--- src/include/scs_pkg.sv ---
// Package of constants and types for the supply class selection controller
package scs_pkg;
   // Class flag positions in the advertised class field
   localparam int CLS_W       = 5;
   localparam int CLS_5V      = 0;
   localparam int CLS_3V      = 1;
   localparam int CLS_1V8     = 2;
   localparam int CLS_D_RSV   = 3;
   localparam int CLS_E_RSV   = 4;
   localparam logic [CLS_W-1:0] CLS_NONE = 5'h00;
   // Corrupted answers allowed per class before stepping up
   localparam logic [1:0] RETRY_MAX = 2'h3;
   // Timing
   localparam int MCLK_MHZ       = 125;
   localparam int CARD_CLK_KHZ   = 3125;
   localparam int CLK_HALF_CYC   = (MCLK_MHZ * 1000) / (CARD_CLK_KHZ * 2);
   localparam logic [7:0] CLK_HALF = 8'(CLK_HALF_CYC);
   localparam int ACT_US         = 200;
   localparam int ACT_CYC        = ACT_US * MCLK_MHZ;
   localparam int ATR_WAIT_US    = 20000;
   localparam int ATR_WAIT_CYC   = ATR_WAIT_US * MCLK_MHZ;
   localparam int DEACT_US       = 100;
   localparam int DEACT_CYC      = DEACT_US * MCLK_MHZ;
   localparam int TMR_W          = 32;
   typedef logic [CLS_W-1:0] scs_cls_t;
   typedef enum logic [1:0] {
      SCS_RES_NONE,
      SCS_RES_GOOD,
      SCS_RES_BAD
   } scs_res_e;
endpackage

--- src/include/scs_clk_if.sv ---
// Interface between the sequencer and its card clock divider
`timescale 1ns/1ps
interface scs_clk_if;
   logic run;
   logic clk_out;
   modport ctl (output run, input clk_out);
   modport gen (input run, output clk_out);
endinterface

--- src/rtl/scs_clk_div.sv ---
// Card clock divider with an even duty cycle
`timescale 1ns/1ps
module scs_clk_div
   import scs_pkg::*;
(
   // Clock and reset
   input  wire logic  mclk,
   input  wire logic  rst_b,
   input  wire logic  ce,
   // Control
   scs_clk_if.gen     cif
);
   logic [7:0] cnt;
   logic       lvl;

   // Equal halves keep the high phase at half the period
   always_ff @(posedge mclk or negedge rst_b) begin
      if (!rst_b) begin
         cnt <= 8'h00;
         lvl <= 1'b0;
      end else if (ce) begin
         if (!cif.run) begin
            cnt <= 8'h00;
            lvl <= 1'b0;
         end else if (cnt == CLK_HALF - 8'h01) begin
            cnt <= 8'h00;
            lvl <= ~lvl;
         end else begin
            cnt <= cnt + 8'h01;
         end
      end
   end

   assign cif.clk_out = lvl;
endmodule

--- src/rtl/scs_sync.sv ---
// Two flop synchroniser for pin inputs
`timescale 1ns/1ps
module scs_sync #(
   parameter int W = 1
) (
   // Clock and reset
   input  wire logic         mclk,
   input  wire logic         rst_b,
   input  wire logic         ce,
   // Data
   input  wire logic [W-1:0] d,
   output logic      [W-1:0] q
);
   logic [W-1:0] meta;

   // First stage feeds only the second
   always_ff @(posedge mclk or negedge rst_b) begin
      if (!rst_b) begin
         meta <= '0;
         q    <= '0;
      end else if (ce) begin
         meta <= d;
         q    <= meta;
      end
   end
endmodule

--- src/rtl/scs_top.sv ---
// Terminal side supply class selection sequencer
`timescale 1ns/1ps
// What this block does
// - Finish class selection before other activity
// - First power at lowest terminal class
// - No answer: step to next higher class, if supported
// - Decode class flags of first good answer
// - Unsupported class: reactivate at advertised class
// - Corrupted answer: retry same class twice
// - After three corrupted, only next class
// - One flag bit per class
// - Terminal drives card clock, 1 to 5 MHz
// - Clock high phase 40 to 60 percent
module scs_top
   import scs_pkg::*;
#(
   parameter int ACT_CYCLES   = ACT_CYC,
   parameter int WAIT_CYCLES  = ATR_WAIT_CYC,
   parameter int DEACT_CYCLES = DEACT_CYC
) (
   // Clock and reset
   input  wire logic           mclk,
   input  wire logic           rst_b,
   input  wire logic           ce,
   // User orders
   input  wire logic           start,
   input  wire scs_pkg::scs_cls_t term_cls,
   // Answer decoder results (pins from the receive path)
   input  wire logic           atr_good,
   input  wire logic           atr_bad,
   input  wire scs_pkg::scs_cls_t atr_cls,
   // Card contacts
   output logic                vcc_en,
   output scs_pkg::scs_cls_t   vcc_sel,
   output logic                card_rst_b,
   output logic                card_clk,
   // Status
   output logic                busy,
   output logic                done,
   output logic                rejected,
   output scs_pkg::scs_cls_t   cls_used
);
   typedef enum logic [2:0] {
      SCS_IDLE,
      SCS_POWER,
      SCS_WAIT,
      SCS_DEACT,
      SCS_DONE,
      SCS_REJECT
   } scs_state_e;

   scs_state_e  state;
   scs_state_e  next_state;
   scs_cls_t    cls;
   scs_cls_t    next_cls;
   scs_cls_t    pend_cls;
   logic [1:0]  retries;
   logic [TMR_W-1:0] tmr;
   logic        good_s;
   logic        bad_s;
   scs_cls_t    cls_s;
   logic        first;
   logic        pwr_nx;
   logic        rst_nx;
   scs_res_e    res;
   scs_clk_if   cif ();

   // Answer indications come from outside this clock domain
   scs_sync #(.W(CLS_W + 2)) u_sync (
      .mclk  (mclk),
      .rst_b (rst_b),
      .ce    (ce),
      .d     ({atr_good, atr_bad, atr_cls}),
      .q     ({good_s, bad_s, cls_s})
   );

   // Card clock made here by division
   scs_clk_div u_div (
      .mclk  (mclk),
      .rst_b (rst_b),
      .ce    (ce),
      .cif   (cif)
   );

   // Lowest class the terminal supports is its highest flag bit
   function automatic scs_cls_t lowest(input scs_cls_t m);
      scs_cls_t r;
      r = CLS_NONE;
      for (int i = 0; i < CLS_W; i++) begin
         if (m[i]) r = scs_cls_t'(1) << i;
      end
      return r;
   endfunction

   // Next higher class is the next lower bit index
   function automatic scs_cls_t step_up(input scs_cls_t c, input scs_cls_t m);
      scs_cls_t r;
      r = c >> 1;
      return (r & m) != CLS_NONE ? r : CLS_NONE;
   endfunction

   // Class advertised by the card and also held by the terminal
   function automatic scs_cls_t pick(input scs_cls_t adv, input scs_cls_t m);
      return lowest(adv & m);
   endfunction

   // Classify the sampled answer
   always_comb begin
      if (bad_s) res = SCS_RES_BAD;
      else if (good_s) res = SCS_RES_GOOD;
      else res = SCS_RES_NONE;
   end

   // Next state and class decisions
   always_comb begin
      next_state = state;
      next_cls   = cls;
      case (state)
         SCS_IDLE: begin
            if (start) begin
               next_cls   = lowest(term_cls);
               next_state = (lowest(term_cls) == CLS_NONE) ? SCS_REJECT : SCS_POWER;
            end
         end
         SCS_POWER: begin
            if (tmr == '0) next_state = SCS_WAIT;
         end
         SCS_WAIT: begin
            // the first thing heard after reset is the answer
            if (res == SCS_RES_GOOD) begin
               if ((cls_s & cls) != CLS_NONE) next_state = SCS_DONE;
               else if (first && pick(cls_s, term_cls) != CLS_NONE) next_state = SCS_DEACT;
               else next_state = SCS_REJECT;
            end else if (res == SCS_RES_BAD) begin
               if (retries != RETRY_MAX - 2'h1) next_state = SCS_DEACT;
               else if (step_up(cls, term_cls) != CLS_NONE) next_state = SCS_DEACT;
               else next_state = SCS_REJECT;
            end else if (tmr == '0) begin
               if (step_up(cls, term_cls) != CLS_NONE) next_state = SCS_DEACT;
               else next_state = SCS_REJECT;
            end
         end
         SCS_DEACT: begin
            if (tmr == '0) begin
               next_cls   = pend_cls;
               next_state = SCS_POWER;
            end
         end
         SCS_DONE, SCS_REJECT: begin
            if (start) next_state = SCS_IDLE;
         end
         default: next_state = SCS_IDLE;
      endcase
   end

   // State register
   always_ff @(posedge mclk or negedge rst_b) begin
      if (!rst_b) begin
         state <= SCS_IDLE;
      end else if (ce) begin
         state <= next_state;
      end
   end

   // Class currently applied or about to be applied
   always_ff @(posedge mclk or negedge rst_b) begin
      if (!rst_b) begin
         cls <= CLS_NONE;
      end else if (ce) begin
         cls <= next_cls;
      end
   end

   // Class chosen for the coming reactivation
   always_ff @(posedge mclk or negedge rst_b) begin
      if (!rst_b) begin
         pend_cls <= CLS_NONE;
      end else if (ce && state == SCS_WAIT) begin
         if (res == SCS_RES_GOOD) pend_cls <= pick(cls_s, term_cls);
         else if (res == SCS_RES_BAD && retries != RETRY_MAX - 2'h1) pend_cls <= cls;
         else pend_cls <= step_up(cls, term_cls);
      end
   end

   // Consecutive corrupted answers at one class
   always_ff @(posedge mclk or negedge rst_b) begin
      if (!rst_b) begin
         retries <= 2'h0;
      end else if (ce) begin
         if (state == SCS_IDLE) retries <= 2'h0;
         else if (state == SCS_WAIT && res == SCS_RES_BAD) begin
            retries <= (retries == RETRY_MAX - 2'h1) ? 2'h0 : retries + 2'h1;
         end else if (state == SCS_WAIT && (res != SCS_RES_NONE || tmr == '0)) begin
            retries <= 2'h0;
         end
      end
   end

   // Only the first good answer may send the card to an advertised class
   always_ff @(posedge mclk or negedge rst_b) begin
      if (!rst_b) begin
         first <= 1'b0;
      end else if (ce) begin
         if (state == SCS_IDLE) first <= 1'b1;
         else if (state == SCS_WAIT && res == SCS_RES_GOOD) first <= 1'b0;
      end
   end

   // Phase timer loaded on each state change
   always_ff @(posedge mclk or negedge rst_b) begin
      if (!rst_b) begin
         tmr <= '0;
      end else if (ce) begin
         if (next_state != state) begin
            case (next_state)
               SCS_POWER: tmr <= TMR_W'(ACT_CYCLES - 1);
               SCS_WAIT:  tmr <= TMR_W'(WAIT_CYCLES - 1);
               SCS_DEACT: tmr <= TMR_W'(DEACT_CYCLES - 1);
               default:   tmr <= '0;
            endcase
         end else if (tmr != '0) begin
            tmr <= tmr - TMR_W'(1);
         end
      end
   end

   // Supply and reset levels of the coming phase
   assign pwr_nx = (next_state == SCS_POWER || next_state == SCS_WAIT
                    || next_state == SCS_DONE);
   assign rst_nx = (next_state == SCS_WAIT || next_state == SCS_DONE);

   // Card supply switch
   always_ff @(posedge mclk or negedge rst_b) begin
      if (!rst_b) begin
         vcc_en <= 1'b0;
      end else if (ce) begin
         vcc_en <= pwr_nx;
      end
   end

   // Applied class, cleared while the supply is off
   always_ff @(posedge mclk or negedge rst_b) begin
      if (!rst_b) begin
         vcc_sel <= CLS_NONE;
      end else if (ce) begin
         vcc_sel <= pwr_nx ? next_cls : CLS_NONE;
      end
   end

   // Card reset released only once the supply has settled
   always_ff @(posedge mclk or negedge rst_b) begin
      if (!rst_b) begin
         card_rst_b <= 1'b0;
      end else if (ce) begin
         card_rst_b <= rst_nx;
      end
   end

   // Clock stops on the same edge as the supply; its first rise comes one mclk cycle short of half a card clock period after the supply
   assign cif.run  = pwr_nx;
   assign card_clk = cif.clk_out;

   // Selection in progress; nothing else may start until it ends
   always_ff @(posedge mclk or negedge rst_b) begin
      if (!rst_b) begin
         busy <= 1'b0;
      end else if (ce) begin
         busy <= (next_state != SCS_IDLE && next_state != SCS_DONE
                  && next_state != SCS_REJECT);
      end
   end

   // Card powered and released at its class
   always_ff @(posedge mclk or negedge rst_b) begin
      if (!rst_b) begin
         done <= 1'b0;
      end else if (ce) begin
         done <= (next_state == SCS_DONE);
      end
   end

   // Card turned away with its contacts off
   always_ff @(posedge mclk or negedge rst_b) begin
      if (!rst_b) begin
         rejected <= 1'b0;
      end else if (ce) begin
         rejected <= (next_state == SCS_REJECT);
      end
   end

   // Class in use, shown only once selection is done
   always_ff @(posedge mclk or negedge rst_b) begin
      if (!rst_b) begin
         cls_used <= CLS_NONE;
      end else if (ce) begin
         cls_used <= (next_state == SCS_DONE) ? next_cls : CLS_NONE;
      end
   end
endmodule

--- config.mk ---
export PLATFORM = sky130hd
export DESIGN_NAME = scs_top
export DESIGN_NICKNAME = d
export VERILOG_FILES = /design/src/include/scs_pkg.sv /design/src/include/scs_clk_if.sv /design/src/rtl/scs_clk_div.sv /design/src/rtl/scs_sync.sv /design/src/rtl/scs_top.sv
export SDC_FILE = /design/constraint.sdc
export NUM_CORES = 1
export LEC_CHECK = 0
export ABC_AREA = 0
export BUFFER_PORTS_ARGS = -buffer_cell sky130_fd_sc_hd__buf_2
export CORE_ASPECT_RATIO = 0.7
export CORE_MARGIN = 2
export CORE_UTILIZATION = 30
export DETAILED_ROUTE_END_ITERATION = 10
export SLEW_MARGIN = 20
export SYNTH_ARGS = -nofsm -noshare
export SYNTH_HDL_FRONTEND = slang
export SYNTH_HIERARCHICAL = 1
export SYNTH_SLANG_ARGS = --single-unit
--- constraint.sdc ---
create_clock -name mclk -period 5.1 [get_ports mclk]
set_input_delay 0.51 -clock mclk [delete_from_list [all_inputs] [get_ports mclk]]
set_output_delay 0.51 -clock mclk [all_outputs]
set_load 0.005 [all_outputs]
==> flow_summary.json <==
{
  "grt_max_degree": 72,
  "whs_ns": 0.0133,
  "clk_pin_slew_ns": 0.07,
  "setup_violations": 0,
  "fillers": 1708,
  "powerDensity_nw_per_um2": 433,
  "synthFlopType": "dfrtp_1",
  "hp-class": "input port to asynchronous set/reset pin",
  "dp_hpwl_um": 8920,
  "worst_slew_pin_slew_ns": 0.990,
  "clk_latency_ns": 0.35,
  "routabilityCongestion": 0.906,
  "cts_resized": 0,
  "netlist_area_um2": 4930,
  "synth_edf_count": 0,
  "multi_input_area_um2": 2590,
  "cp_data_arrival_time_ns": 4.54,
  "fmax_ghz": 0.232,
  "rrSetupSlack_ns": 0.78,
  "finalClockSkew_ns": 0.0109,
  "fin_total_pwr_mw": 2.42,
  "numCtsBuffers": 9,
  "vias": 4287,
  "fin_ws_ns": 0.783,
  "hold_buffers": 0,
  "r2r-end": "u_div/cnt[6]",
  "dpl.cell_count": 754,
  "io_pins": 32,
  "drcViolationCount": 0,
  "yosys_warnings": 6,
  "clock_sinks": 86,
  "cp.required_ns": 5.33,
  "routed_via_density": 5.57,
  "crit_path_start_kind": "flip-flop",
  "fin_nets": 558,
  "drv_cap": 0,
  "status": "completed",
  "cts_tree": "yes",
  "syn-num-nets": 536,
  "drive_gt1_share_pct": 17.6,
  "ant_nets": 0,
  "cp-end-kind": "flip-flop",
  "grt-ovfl-total": 0,
  "final_common_cell": "dfrtp_1",
  "hold_viol": 0,
  "seq_area_frac_synth_pct": 43.7,
  "drt-pass1-iter-count": 5,
  "cts_max_level": 3,
  "clockRootBuffer": "clkbuf_16",
  "rsz0062_at_grt": "no",
  "drt_iter0_markers": 314,
  "track_usage_pct": 15.4,
  "port_buffers": 31,
  "chipHeight_um": 111,
  "die_w_um": 157,
  "r2r-start": "tmr[0]",
  "grt_pass1_wl_um": 21600,
  "clk_path_buf_depth": 2,
  "place_area_um2": 5300,
  "syn_avg_cell_area_um2": 9.51,
  "synthCells": 518,
  "antenna_cells": 0,
  "start_util_pct": 30.4,
  "wl_um": 12700,
  "final_cell_mix": "86 x dfrtp_1, 42 x nand2_1, 34 x nor2_1, 30 x a21oi_1, 30 x buf_2",
  "p_leak_nw": 2.30,
  "period_share_pct": 84.6,
  "wl_per_cell_um": 16.5,
  "path_class": "flip-flop to flip-flop",
  "reg2reg_depth": 14,
  "pre_cts_slack_ns": 0.796,
  "num_rows": 39,
  "core-area_um2": 16200,
  "synth_cell_type_count": 72,
  "slew_headroom_pct": 33.6,
  "seqCellArea_um2": 2150,
  "post-route-util_pct": 34.5,
  "syn2layout_area_growth_pct": 13.6,
  "post-cts-setup-buffer-count": 0,
  "slew_viol_final": 0,
  "dieArea_um2": 17500,
  "grt_pass1_vias": 4059,
  "async_flop_share_pct": 100,
  "critical_path.max_fanout": 10,
  "synth_seq_cells": 86,
  "fin_crit_ns": 4.32,
  "vdd_drop_max_mv": 0.204,
  "stdcell_count": 770,
  "setup_tns_ns": 0,
  "finalInstanceArea_um2": 5600,
  "antenna_found_initial": 0
}
==> cells in the mapped netlist (3+ instances only) <==
library cell  count  area [um2]
and2_1            6        37.5
a21o_1            3        22.5
a31o_2            3        26.3
nor2b_1           6        37.5
a21oi_1          30         150
mux2i_1           7        70.1
a2bb2oi_1         3        26.3
nor3_1           19        95.1
clkbuf_1         17        63.8
o31ai_1          13        97.6
a22oi_1           7        52.6
a22o_1            6        52.6
nand2b_1         15        93.8
or3_1            16         100
nor3b_1           4        30.0
nor4_1           12        75.1
a41oi_1           3        26.3
a211o_1           3        26.3
nand2_1          42         158
nand4_1          13        81.3
nand3_1          17        85.1
o211ai_1          5        37.5
a31oi_1           3        18.8
and4_1            4        35.0
or2_2             4        25.0
inv_1            15        56.3
o2bb2ai_1         7        61.3
nor2_1           34         128
a221o_1           3        30.0
nor3_2            3        30.0
or4_1            10        75.1
o221a_2           4        45.0
o21ai_0          25         125
mux2_2           16         180
buf_2             6        30.0
dfrtp_1          86        2150
==> routing by layer <==
metal  up-vias  share of wire [%]  track usage [%]  routed length, um
li1       2013                  -                -                  -
met1      2117                 50             23.3               6400
met2       145                 43             22.0               5490
met3        12                5.5             3.67                703
met4         0                1.1             3.58                141
met5         -                  0                0                  0
==> cell type report <==
type,count,share of cell area (%)
repair buffers,38,3.76
flip-flops and latches,86,38.5
well taps,225,5.03
inverters,16,1.07
multi-input cells,389,46.3
clock inverters,7,1.36
clock buffers,9,4.02
==> state kept, by name, summed over array words and instances (netlist names) <==
signal / cells
pend_cls: 5
state: 3
done: 1
cls_used: 5
rejected: 1
card_rst_b: 1
first: 1
busy: 1
retries: 2
u_div/cif.clk_out: 1
u_sync/meta: 7
u_div/cnt: 8
cls: 5
vcc_sel: 5
u_sync/q: 7
tmr: 32
vcc_en: 1
==> critical path, cell delays in order, from the launching register on <==
cell and delay [ns]:
dfrtp_1 0.42, inv_1 0.07, ha_1 0.18, or3b_1 0.44, nor3b_2 0.48, and4_1 0.58, a21oi_1 0.17, a211oi_2 0.41
a31oi_1 0.16, nor2_1 0.48, inv_1 0.19, nand2_1 0.11, a21o_4 0.11, nor3_1 0.05, a311o_1 0.33
==> worst max path at each step <==
| stage | from | endpoint | slack [ns] | cells after the start |
|---|---|---|---|---|
| final | tmr[0] | u_div/cnt[6] | 0.78 | 14 |
| after global placement | tmr[0] | u_div/cnt[6] | 1.11 | 14 |
| after CTS | tmr[0] | u_div/cnt[6] | 0.79 | 14 |
| after detailed placement | tmr[0] | u_div/cnt[6] | 0.80 | 14 |
| after floorplan | tmr[0] | u_div/cnt[6] | 1.53 | 14 |
| after global routing | tmr[0] | u_div/cnt[6] | 0.44 | 14 |
==> logic make-up (layout without fill, tap and decap cells) <==
family | Yosys count | count (layout) | share of synthesized area, %
flops | 86 | 86 | 43.7
mux | 23 | 23 | 5.08
buf+inv | 43 | 70 | 3.76
compound gates | 141 | 141 | 20.7
simple gates | 220 | 220 | 25.8
fa+ha+maj | 2 | 2 | 0.508
xor+xnor | 3 | 3 | 0.533
==> power breakdown <==
part	total (mW)	internal [mW]	switching, mW
clock	0.665	0.348	0.317
combinational	0.747	0.306	0.441
sequential	1.01	0.835	0.173
total	2.42	1.49	0.931
No activity file was read; power rests on OpenSTA's default activity.
